$ cat src/rtl/gdsf_regs.svh
// Register offsets, field positions, reset values and the implemented-bit mask for the supply fault status block.
// Assumes inclusion by the status module and the bench only.
// Operation
// - Bits 7-6 and 1-0 of the status register always read as zero.
// - Bit 5 is one while the 5 V regulator is below its lockout level, else zero.
// - Bit 4 is set on any internal reset and stays set until the next configuration message.
// - After power-on reset bit 4 reads one and every other status bit reads zero.
// - Bit 3 is one while the transistor drain-source voltage exceeds the configured threshold.
// - Bit 2 is one while any high-side output is under the minimum gate drive level.
`ifndef GDSF_REGS_SVH
`define GDSF_REGS_SVH
`define GDSF_ADDR_STATUS 4'h0
`define GDSF_ADDR_IRQ_STAT 4'h1
`define GDSF_ADDR_IRQ_MASK 4'h2
`define GDSF_BIT_LDO5_UV 5
`define GDSF_BIT_CFG_LOST 4
`define GDSF_BIT_FET_OC 3
`define GDSF_BIT_GATE_UV 2
`define GDSF_STATUS_RST 8'h10
`define GDSF_IRQ_MASK_RST 8'h00
`define GDSF_IMPL_MASK 8'h3c
`endif

$ cat src/rtl/gdsf_pkg.sv
// Types shared by the supply fault status block.
// Assumes the constants header sits beside it.
package gdsf_pkg;
  typedef logic [7:0] gdsf_byte_t;
endpackage : gdsf_pkg

$ cat src/rtl/gdsf_status.sv
// Supply fault status register with sticky event flags and a masked interrupt.
// Assumes comparator inputs and the configuration message strobe are synchronous to core_clk.
`timescale 1ns/1ps
`default_nettype none
`include "gdsf_regs.svh"
module gdsf_status
  import gdsf_pkg::*;
(
  input wire logic core_clk, // 250 MHz clock
  input wire logic rst, // Asynchronous reset, active high
  input wire logic clk_en, // Freezes all state while low
  input wire logic int_reset_evt, // Internal brown-out reset pulse
  input wire logic config_msg_rcvd, // Configuration message received pulse
  input wire logic ldo5_below_lockout, // 5 V regulator under lockout level
  input wire logic fet_vds_over_thresh, // Drain-source voltage above threshold
  input wire logic hs_gate_below_min, // Any high-side output under minimum drive
  input wire logic [3:0] reg_addr, // Register address
  input wire logic [7:0] reg_wdata, // Write data
  input wire logic reg_wr, // Write strobe
  input wire logic reg_rd, // Read strobe
  output logic [7:0] reg_rdata, // Read data, valid the cycle after reg_rd
  output logic irq // Level interrupt
);

  // ----------------------------------------------------------------
  // Status and interrupt state
  // ----------------------------------------------------------------
  gdsf_byte_t status_r, status_nxt;
  gdsf_byte_t status_rise;
  gdsf_byte_t irq_stat_r, irq_stat_nxt;
  gdsf_byte_t irq_mask_r, irq_mask_nxt;
  gdsf_byte_t rdata_r, rdata_nxt;
  logic wr_irq_stat;
  logic wr_irq_mask;

  // Address decode is shared by both writable registers, so it lives in one place.
  function automatic logic hit(input logic [3:0] a, input logic [3:0] target,
                               input logic strobe);
    hit = strobe && (a == target);
  endfunction : hit

  function automatic gdsf_byte_t sel(input logic [3:0] a, input gdsf_byte_t s,
                                     input gdsf_byte_t i, input gdsf_byte_t m);
    case (a)
      `GDSF_ADDR_STATUS: sel = s;
      `GDSF_ADDR_IRQ_STAT: sel = i;
      `GDSF_ADDR_IRQ_MASK: sel = m;
      default: sel = 8'h00;
    endcase
  endfunction : sel

  // ----------------------------------------------------------------
  // Live and latched status flags
  // ----------------------------------------------------------------
  always_comb begin
    status_nxt = 8'h00;
    status_nxt[`GDSF_BIT_LDO5_UV] = ldo5_below_lockout;
    status_nxt[`GDSF_BIT_FET_OC] = fet_vds_over_thresh;
    status_nxt[`GDSF_BIT_GATE_UV] = hs_gate_below_min;
    // A reset arriving with a message wins, so a lost configuration is never hidden.
    if (int_reset_evt) begin
      status_nxt[`GDSF_BIT_CFG_LOST] = 1'b1;
    end else if (config_msg_rcvd) begin
      status_nxt[`GDSF_BIT_CFG_LOST] = 1'b0;
    end else begin
      status_nxt[`GDSF_BIT_CFG_LOST] = status_r[`GDSF_BIT_CFG_LOST];
    end
    status_rise = status_nxt & ~status_r & `GDSF_IMPL_MASK;
  end

  always_ff @(posedge core_clk or posedge rst) begin
    if (rst) begin
      status_r <= `GDSF_STATUS_RST;
    end else if (clk_en) begin
      status_r <= status_nxt;
    end
  end

  // ----------------------------------------------------------------
  // Interrupt status and mask
  // ----------------------------------------------------------------
  always_comb begin
    wr_irq_stat = hit(reg_addr, `GDSF_ADDR_IRQ_STAT, reg_wr);
    wr_irq_mask = hit(reg_addr, `GDSF_ADDR_IRQ_MASK, reg_wr);
    irq_stat_nxt = irq_stat_r;
    irq_mask_nxt = irq_mask_r;
    // Writes to the status address match no branch here and are dropped.
    if (wr_irq_stat) begin
      irq_stat_nxt = irq_stat_r & ~reg_wdata;
    end
    if (wr_irq_mask) begin
      irq_mask_nxt = reg_wdata & `GDSF_IMPL_MASK;
    end
    // The set is applied after the clear, so an event in the clearing cycle is never lost.
    irq_stat_nxt = irq_stat_nxt | status_rise;
  end

  always_ff @(posedge core_clk or posedge rst) begin
    if (rst) begin
      irq_stat_r <= 8'h00;
      irq_mask_r <= `GDSF_IRQ_MASK_RST;
    end else if (clk_en) begin
      irq_stat_r <= irq_stat_nxt;
      irq_mask_r <= irq_mask_nxt;
    end
  end

  // ----------------------------------------------------------------
  // Read data
  // ----------------------------------------------------------------
  // Read data returns to zero after its cycle so a stale value is never mistaken for a read.
  always_comb begin
    rdata_nxt = reg_rd ? sel(reg_addr, status_r, irq_stat_r, irq_mask_r) : 8'h00;
  end

  always_ff @(posedge core_clk or posedge rst) begin
    if (rst) begin
      rdata_r <= 8'h00;
    end else if (clk_en) begin
      rdata_r <= rdata_nxt;
    end
  end

  assign reg_rdata = rdata_r;
  assign irq = |(irq_stat_r & irq_mask_r);

  // ----------------------------------------------------------------
  // Checks
  // ----------------------------------------------------------------
  chk_unused_bits_zero: assert property (@(posedge core_clk) disable iff (rst)
    (status_r & ~`GDSF_IMPL_MASK) == 8'h00) else $error("Unused status bits set.");
  chk_ldo5_follows: assert property (@(posedge core_clk) disable iff (rst)
    clk_en |=> status_r[`GDSF_BIT_LDO5_UV] == $past(ldo5_below_lockout))
    else $error("Regulator flag does not follow input.");
  chk_cfg_lost_set: assert property (@(posedge core_clk) disable iff (rst)
    clk_en && int_reset_evt |=> status_r[`GDSF_BIT_CFG_LOST]) else $error("Lost flag not set.");
  chk_cfg_lost_clear: assert property (@(posedge core_clk) disable iff (rst)
    clk_en && config_msg_rcvd && !int_reset_evt |=> !status_r[`GDSF_BIT_CFG_LOST])
    else $error("Lost flag not cleared by message.");
  chk_cfg_lost_hold: assert property (@(posedge core_clk) disable iff (rst)
    !int_reset_evt && !config_msg_rcvd |=> $stable(status_r[`GDSF_BIT_CFG_LOST]))
    else $error("Lost flag changed without cause.");
  chk_reset_value: assert property (@(posedge core_clk)
    $fell(rst) |-> status_r == `GDSF_STATUS_RST) else $error("Wrong status reset value.");
  chk_fet_oc_follows: assert property (@(posedge core_clk) disable iff (rst)
    clk_en |=> status_r[`GDSF_BIT_FET_OC] == $past(fet_vds_over_thresh))
    else $error("Overcurrent flag does not follow input.");
  chk_gate_uv_follows: assert property (@(posedge core_clk) disable iff (rst)
    clk_en |=> status_r[`GDSF_BIT_GATE_UV] == $past(hs_gate_below_min))
    else $error("Gate drive flag does not follow input.");
  chk_status_read: assert property (@(posedge core_clk) disable iff (rst)
    clk_en && reg_rd && reg_addr == `GDSF_ADDR_STATUS |=> reg_rdata == $past(status_r))
    else $error("Status read returns wrong value.");
  chk_status_write_ignored: assert property (@(posedge core_clk) disable iff (rst)
    clk_en && reg_wr && reg_addr == `GDSF_ADDR_STATUS && !int_reset_evt && !config_msg_rcvd
    |=> status_r[`GDSF_BIT_CFG_LOST] == $past(status_r[`GDSF_BIT_CFG_LOST]))
    else $error("Status write changed the lost flag.");
  chk_freeze_state: assert property (@(posedge core_clk) disable iff (rst)
    !clk_en |=> $stable(status_r) && $stable(irq_stat_r) && $stable(irq_mask_r)
    && $stable(reg_rdata))
    else $error("State changed while the clock enable was low.");
  chk_rdata_idle: assert property (@(posedge core_clk) disable iff (rst)
    clk_en && !reg_rd |=> reg_rdata == 8'h00)
    else $error("Read data not zero outside a read.");
  chk_irq_stat_read: assert property (@(posedge core_clk) disable iff (rst)
    clk_en && reg_rd && reg_addr == `GDSF_ADDR_IRQ_STAT |=> reg_rdata == $past(irq_stat_r))
    else $error("Interrupt status read returns wrong value.");
  chk_mask_read: assert property (@(posedge core_clk) disable iff (rst)
    clk_en && reg_rd && reg_addr == `GDSF_ADDR_IRQ_MASK |=> reg_rdata == $past(irq_mask_r))
    else $error("Mask read returns wrong value.");
  chk_mask_write: assert property (@(posedge core_clk) disable iff (rst)
    clk_en && reg_wr && reg_addr == `GDSF_ADDR_IRQ_MASK
    |=> irq_mask_r == ($past(reg_wdata) & `GDSF_IMPL_MASK))
    else $error("Mask write not taken.");
  chk_mask_hold: assert property (@(posedge core_clk) disable iff (rst)
    !(clk_en && reg_wr && reg_addr == `GDSF_ADDR_IRQ_MASK) |=> $stable(irq_mask_r))
    else $error("Mask changed without a write.");
  chk_w1c_clear: assert property (@(posedge core_clk) disable iff (rst)
    clk_en && reg_wr && reg_addr == `GDSF_ADDR_IRQ_STAT
    |=> (irq_stat_r & $past(reg_wdata & ~status_rise)) == 8'h00)
    else $error("Write of one did not clear the interrupt status.");
  chk_set_wins: assert property (@(posedge core_clk) disable iff (rst)
    clk_en && status_rise != 8'h00
    |=> (irq_stat_r & $past(status_rise)) == $past(status_rise))
    else $error("Status event lost from interrupt status.");
  chk_irq_unused_zero: assert property (@(posedge core_clk) disable iff (rst)
    ((irq_stat_r | irq_mask_r) & ~`GDSF_IMPL_MASK) == 8'h00)
    else $error("Unused interrupt bits set.");
endmodule : gdsf_status
`default_nettype wire

$ cat config.mk
export PLATFORM = sky130hd
export DESIGN_NAME = gdsf_status
export DESIGN_NICKNAME = d
export VERILOG_FILES = /design/src/rtl/gdsf_pkg.sv /design/src/rtl/gdsf_status.sv
export VERILOG_INCLUDE_DIRS = /design/src /design/src/rtl
export SDC_FILE = /design/constraint.sdc
export NUM_CORES = 1
export LEC_CHECK = 0
export BUFFER_PORTS_ARGS = -buffer_cell sky130_fd_sc_hd__buf_2
export CAP_MARGIN = 40
export CORE_MARGIN = 3
export CORE_UTILIZATION = 50
export DETAILED_ROUTE_END_ITERATION = 12
export PLACE_DENSITY = 0.77
export SLEW_MARGIN = 20
export SYNTH_ARGS = -nofsm -noshare
export SYNTH_HDL_FRONTEND = slang
export SYNTH_SLANG_ARGS = --single-unit
$ cat constraint.sdc
create_clock -name core_clk -period 1.3 [get_ports core_clk]
set_input_delay 0.13 -clock core_clk [delete_from_list [all_inputs] [get_ports core_clk]]
set_output_delay 0.13 -clock core_clk [all_outputs]
set_load 0.01 [all_outputs]
==> impl_metrics.tcl, run 1 <==
set metrics [dict create \
    slowest_stage "dfrtp_1" \
    postSynthCellCount 90 \
    maxCapViolCount 0 \
    ys_seq_area_share_pct 55.4 \
    r2r_cells 3 \
    dpl.hpwl_um 1780 \
    syn_area_um2 1090 \
    start_util_pct 54.3 \
    gr-total-overflow 0 \
    cts_buffer_depth 2 \
    holdCritPathClass "in -> reg" \
    die_h_um 52.6 \
    critPathLaunchType "flop" \
    die_area_um2 2770 \
    fin_worst_skew_ns 0.00406 \
    grt_pass1_vias 860 \
    synth_top_area_share_pct 52.9 \
    pre_cts_ws_ns 0.0567 \
    power.leakage_nw 0.674 \
    synth_ff_type "dfrtp_1" \
    netlist_top_cells_area "dfrtp_1, mux2_4, a22o_1" \
    slew_headroom_pct 79.6 \
    synth.most_common_cell "dfrtp_1" \
    vias 881 \
    hold_viol_final 0 \
    antenna_found_initial 0 \
    wl_um 2410 \
    clk_pin_slew_ns 0.13 \
    power_w 0.00147 \
    drive_above_1_share_pct 38.9 \
    root_buffer "clkbuf_4" \
    first_pass_iters 4 \
    drv_slew 0 \
    avgSynthCellArea_um2 12.1 \
    nFillCells 163 \
    p_per_area_nw_per_um2 1060 \
    finalSetupViolCount 0 \
    rows 16 \
    io_pins 31 \
    rsz0062_at_grt "yes" \
    grt_max_degree 25 \
    drc 0 \
    wire_per_inst_um 15.2 \
    period_minus_slack_ns 1.26 \
    drt-initial-drc-count 26 \
    crit_fanout 3 \
    cp.depth 3 \
    cp_top_family "flip-flops" \
    fin_util_pct 69.1 \
    fin_ws_ns 0.0414 \
    cp.arrival_ns 1.13 \
    fin_nets 154 \
    syn_nets 112 \
    required_ns 1.17 \
    synth-async-reset-ratio_pct 100 \
    yosys_warnings 0 \
    synth_edf_count 0 \
    grt_use_total_pct 19.7 \
    h-tree-depth 1 \
    dieWidth_um 52.6 \
    core_area_um2 2000 \
    outcome "finished clean" \
    via_per_inst 5.58 \
    portBuffers 30 \
    cts.sinks 24 \
    yosys-top-cells-count "dfrtp_1, nand2_1, inv_1" \
    insertion_delay_ns 0.31 \
    worstMarginPinSlew_ns 0.305 \
    place.gp.congestion 0.913 \
    cp_cell_sequence "a22oi_2 > nand2_1 > buf_2" \
    syn_to_final_growth_pct 27.2 \
    finalSetupTns_ns 0 \
    path_buf_inv 1 \
    ys_types 28 \
    irDropWorstVdd_v 0.000812 \
    yosysTopAreaCell "dfrtp_1" \
    cpPeakStageDelay_ns 0.43 \
    cts_tree "done" \
    cts_buffers 3 \
    max_freq_mhz 795 \
    min_path_cells 3 \
    antenna_cells 0 \
    final.period_utilization_pct 96.8 \
    ys_seq_elements 24 \
    crit_type "reg -> out" \
    ant_nets 0 \
    end_kind "output port" \
    grt_pass1_wl_um 4030 \
]
==> state kept, by name (all words and copies together) (netlist names) <==
register and count:
irq_mask_r 4, irq_stat_r 8, reg_rdata 8, status_r 4
==> cell usage in the layout (no fill, tap or decap), types with 2 or more instances in the layout <==
cell,n
buf_2,30
dfrtp_1,23
nand2_1,9
inv_1,7
dlygate4sd3_1,5
a21boi_0,4
mux2_4,4
a22o_1,4
o2bb2ai_1,4
nand3_1,4
buf_4,4
nand4_1,3
o21ai_0,3
clkbuf_4,3
a22oi_1,2
o221ai_1,2
mux2_2,2
a32oi_1,2
a32o_1,2
a22oi_2,2
==> final cells by class <==
| cell class | instances | area, um^2 | share of cell area, % |
|---|---|---|---|
| flip-flops and latches | 24 | 602 | 43.5 |
| multi-input cells | 57 | 454 | 32.9 |
| repair buffers | 39 | 230 | 16.7 |
| clock buffers | 4 | 36.3 | 2.62 |
| well taps | 27 | 33.8 | 2.44 |
| inverters | 7 | 26.3 | 1.90 |
==> worst min-delay path, cell delays in order <==
cell and delay, ns:
buf_2 0.09, nand2_1 0.04, o21ai_0 0.05
==> metal layers <==
metal / GRT usage, % / vias to the layer above / wire (um)
li1: - / 417 / -
met1: 29.3 / 432 / 1120
met5: 0 / - / 0
met3: 2.56 / 2 / 122
met4: 3.83 / 0 / 12
met2: 30.6 / 30 / 1150
==> cell families (layout without fill, tap and decap cells) <==
group	Yosys count	in the layout	share of synthesized area [%]
AOI/OAI and AO/OA	25	25	18.4
buffers and inverters	9	50	3.80
DFF	24	24	55.4
muxes	6	6	7.60
and+or+nand+nor	26	26	14.8
==> final timing paths <==
kind / start / to / slack [ns]
min in group asynchronous: rst / status_r[3] / 0.39
worst min register to register: status_r[2] / irq_stat_r[2] / 0.49
worst max-delay path: irq_mask_r[5] / irq / 0.04
max in group asynchronous: rst / status_r[4] / 0.63
worst max register to register: irq_mask_r[3] / reg_rdata[3] / 0.25
worst min-delay path: ldo5_below_lockout / status_r[5] / 0.03
==> power by group <==
| group | leakage, nW | total (W) | switching [W] | internal, W |
|---|---|---|---|---|
| logic | 0.352 | 0.000238 | 0.000106 | 0.000133 |
| registers | 0.302 | 0.000839 | 0.0000440 | 0.000795 |
| clock network | 0.0210 | 0.000389 | 0.000218 | 0.000171 |
==> through the flow <==
step / cells / cell area, um^2 / hold WS [ns]
global route: 158 / 1380 / 0.0420
detailed placement: 149 / 1290 / 0.197
global placement: 149 / 1290 / 0.179
finish: 158 / 1380 / 0.0292
floorplan: 90 / 1090 / 0.144
CTS: 158 / 1370 / 0.0303
==> what timing repair did <==
action / in CTS / in global routing
gates resized for setup: 0 / 2
endpoints found under the setup margin: 0 / 1
endpoints found under the hold margin: 27 / 0
hold buffers: 5 / 0
buffers inserted: 0 / 0
Power figures use the tool's default switching activity.
==> inputs of run 2 (changes only) <==
--- a/config.mk
+++ b/config.mk
@@ -6,13 +6,15 @@
 export SDC_FILE = /design/constraint.sdc
 export NUM_CORES = 1
 export LEC_CHECK = 0
+export ABC_AREA = 1
 export BUFFER_PORTS_ARGS = -buffer_cell sky130_fd_sc_hd__buf_2
 export CAP_MARGIN = 40
+export CELL_PAD_IN_SITES_DETAIL_PLACEMENT = 1
+export CELL_PAD_IN_SITES_GLOBAL_PLACEMENT = 1
 export CORE_MARGIN = 3
-export CORE_UTILIZATION = 50
+export CORE_UTILIZATION = 36
 export DETAILED_ROUTE_END_ITERATION = 12
-export PLACE_DENSITY = 0.77
-export SLEW_MARGIN = 20
+export PLACE_DENSITY_LB_ADDON = 0.1
 export SYNTH_ARGS = -nofsm -noshare
 export SYNTH_HDL_FRONTEND = slang
 export SYNTH_SLANG_ARGS = --single-unit
==> impl_metrics.tcl, run 2 <==
set metrics [dict create \
    slew_headroom_pct 76.5 \
    drc 0 \
    max_freq_mhz 841 \
    cts_buffers 3 \
    power_frac_comb_pct 12.9 \
    outcome "finished clean" \
    power_switching_w 0.000393 \
    synth_top_area_share_pct 52.1 \
    h-tree-depth 1 \
    slowest_stage "dfrtp_1" \
    drv_slew 0 \
    antenna_cells 0 \
    postSynthCellCount 131 \
    design_area_um2 1400 \
    place.gp.congestion 0.730 \
    ys_types 15 \
    fin_util_pct 49.4 \
    core_area_um2 2830 \
    dpl.hpwl_um 2240 \
    holdCritPathClass "in -> reg" \
    vias 1025 \
    grt_pass1_wl_um 4750 \
    finalSetupViolCount 0 \
    io_pins 31 \
    antenna_found_initial 0 \
    critPathLaunchType "flop" \
    final.period_utilization_pct 91.5 \
    grt_use_total_pct 17.4 \
    reg2reg_from "status_r[4]" \
    maxCapViolCount 0 \
    grt_pass1_vias 1010 \
    cts_buffer_depth 2 \
    netlist_top_cells_area "dfrtp_1, nand2_1, nand3_1" \
    ys_seq_area_share_pct 54.5 \
    cp.arrival_ns 1.06 \
    start_util_pct 39.1 \
    wl_um 2920 \
    rows 19 \
    hold_viol_final 0 \
    root_buffer "clkbuf_4" \
    fin_nets 193 \
    fin_worst_hold_slack_ns 0.0192 \
    yosys_warnings 0 \
    irDropWorstVdd_v 0.000715 \
    mostFrequentLayoutCell "nand2_1" \
    syn_area_um2 1100 \
    cts_tree "done" \
    place_area_um2 1300 \
    p_per_area_nw_per_um2 1130 \
    insertion_delay_ns 0.32 \
    hp-start "reg_wdata[2]" \
    worstMarginPinSlew_ns 0.353 \
    syn_to_final_growth_pct 26.6 \
    gr-total-overflow 0 \
    synth_edf_count 0 \
    cpPeakStageDelay_ns 0.43 \
    drive_above_1_share_pct 25.9 \
    fin_worst_skew_ns 0.00137 \
    synth-async-reset-ratio_pct 100 \
    avgSynthCellArea_um2 8.43 \
    pwr-share-seq_pct 52.6 \
    ant_nets 0 \
    power.leakage_nw 0.758 \
    internal-power_w 0.00119 \
    clockPowerShare_pct 34.6 \
    dieWidth_um 61.4 \
    synth.most_common_cell "nand2_1" \
    crit_type "reg -> out" \
    required_ns 1.17 \
    portBuffers 30 \
    via_per_inst 5.10 \
    first_pass_iters 4 \
    wire_per_inst_um 14.5 \
    syn_nets 153 \
    power_w 0.00158 \
    yosysTopAreaCell "dfrtp_1" \
    rsz0062_at_grt "no" \
    swShare_pct 24.9 \
    post_cts_resized 0 \
    die_h_um 61.4 \
    die_area_um2 3770 \
    cp-startpoint "irq_stat_r[2]" \
    finalSetupTns_ns 0 \
    layout_common_cells "nand2_1, buf_2, dfrtp_1" \
    cp_cell_sequence "nand2_1 > nand4_1 > buf_2" \
    ys_seq_elements 24 \
    drt-initial-drc-count 34 \
    crit_fanout 3 \
    period_minus_slack_ns 1.19 \
    cts_setup_buffers 0 \
    cts.sinks 24 \
    yosys-top-cells-count "nand2_1, dfrtp_1, nand3_1" \
    clk_pin_slew_ns 0.13 \
    grt_max_degree 25 \
    synth_ff_type "dfrtp_1" \
    end_kind "output port" \
]
[run 2: final cells by class]
cell class                 instances  area (um^2)
inverter                           6         22.5
timing repair buffer              38          223
tap                               31         38.8
sequential                        24          602
multi-input combinational         98          460
fill                             362         1430
clock buffer                       3         22.5
clock inverter                     1         30.0
[run 2: path summary, 6_finish.rpt]
| kind | end | slack [ns] | cells after the start |
|---|---|---|---|
| setup / recovery | irq | 0.11 | 3 |
| hold / removal | irq_mask_r[2] | 0.02 | 3 |
| setup reg to reg | irq_stat_r[4] | 0.27 | 4 |
| hold reg to reg | reg_rdata[5] | 0.49 | 2 |
| max in group asynchronous | status_r[4] | 0.64 | 4 |
| min in group asynchronous | reg_rdata[3] | 0.37 | 4 |
[run 2: power by group through the flow]
stage                     logic [W]  registers [W]  clock network [W]
final                      0.000203       0.000830           0.000545
after global routing       0.000230       0.000836           0.000597
after CTS                  0.000208       0.000830           0.000565
after detailed placement   0.000195       0.000844                  0
after global placement     0.000185       0.000845                  0
after floorplan            0.000113       0.000827                  0
[run 2: repair_timing]
item,4_1_cts,5_1_grt
hold buffers,5,0
hold endpoints to repair,27,0
setup endpoints to repair,0,0
[run 2: kinds of logic after synthesis]
| family | after synthesis | synth area share, % |
|---|---|---|
| DFF | 24 | 54.5 |
| AOI/OAI and AO/OA | 15 | 7.70 |
| and+or+nand+nor | 83 | 34.0 |
| buffers and inverters | 9 | 3.85 |
[run 2: layer usage]
layer / vias to the layer above / global-route usage (%) / part of all wire [%]
met2: 18 / 28.9 / 50
li1: 506 / - / -
met3: 4 / 3.77 / 3.6
met1: 497 / 23.4 / 45
met5: - / 0 / 0
met4: 0 / 3.64 / 0.79
[run 2: critical path: cells and delay by family (launching register included)]
| family | cells | cell delay (ns) |
|---|---|---|
| buffers and inverters | 1 | 0.14 |
| DFF | 1 | 0.43 |
| and+or+nand+nor | 2 | 0.16 |
[run 2: through the flow]
| step | instances | setup WS (ns) |
|---|---|---|
| after floorplan | 131 | 0.402 |
| after global placement | 192 | 0.176 |
| after detailed placement | 192 | 0.121 |
| after CTS | 201 | 0.0961 |
| after global routing | 201 | 0.0389 |
| final | 201 | 0.110 |
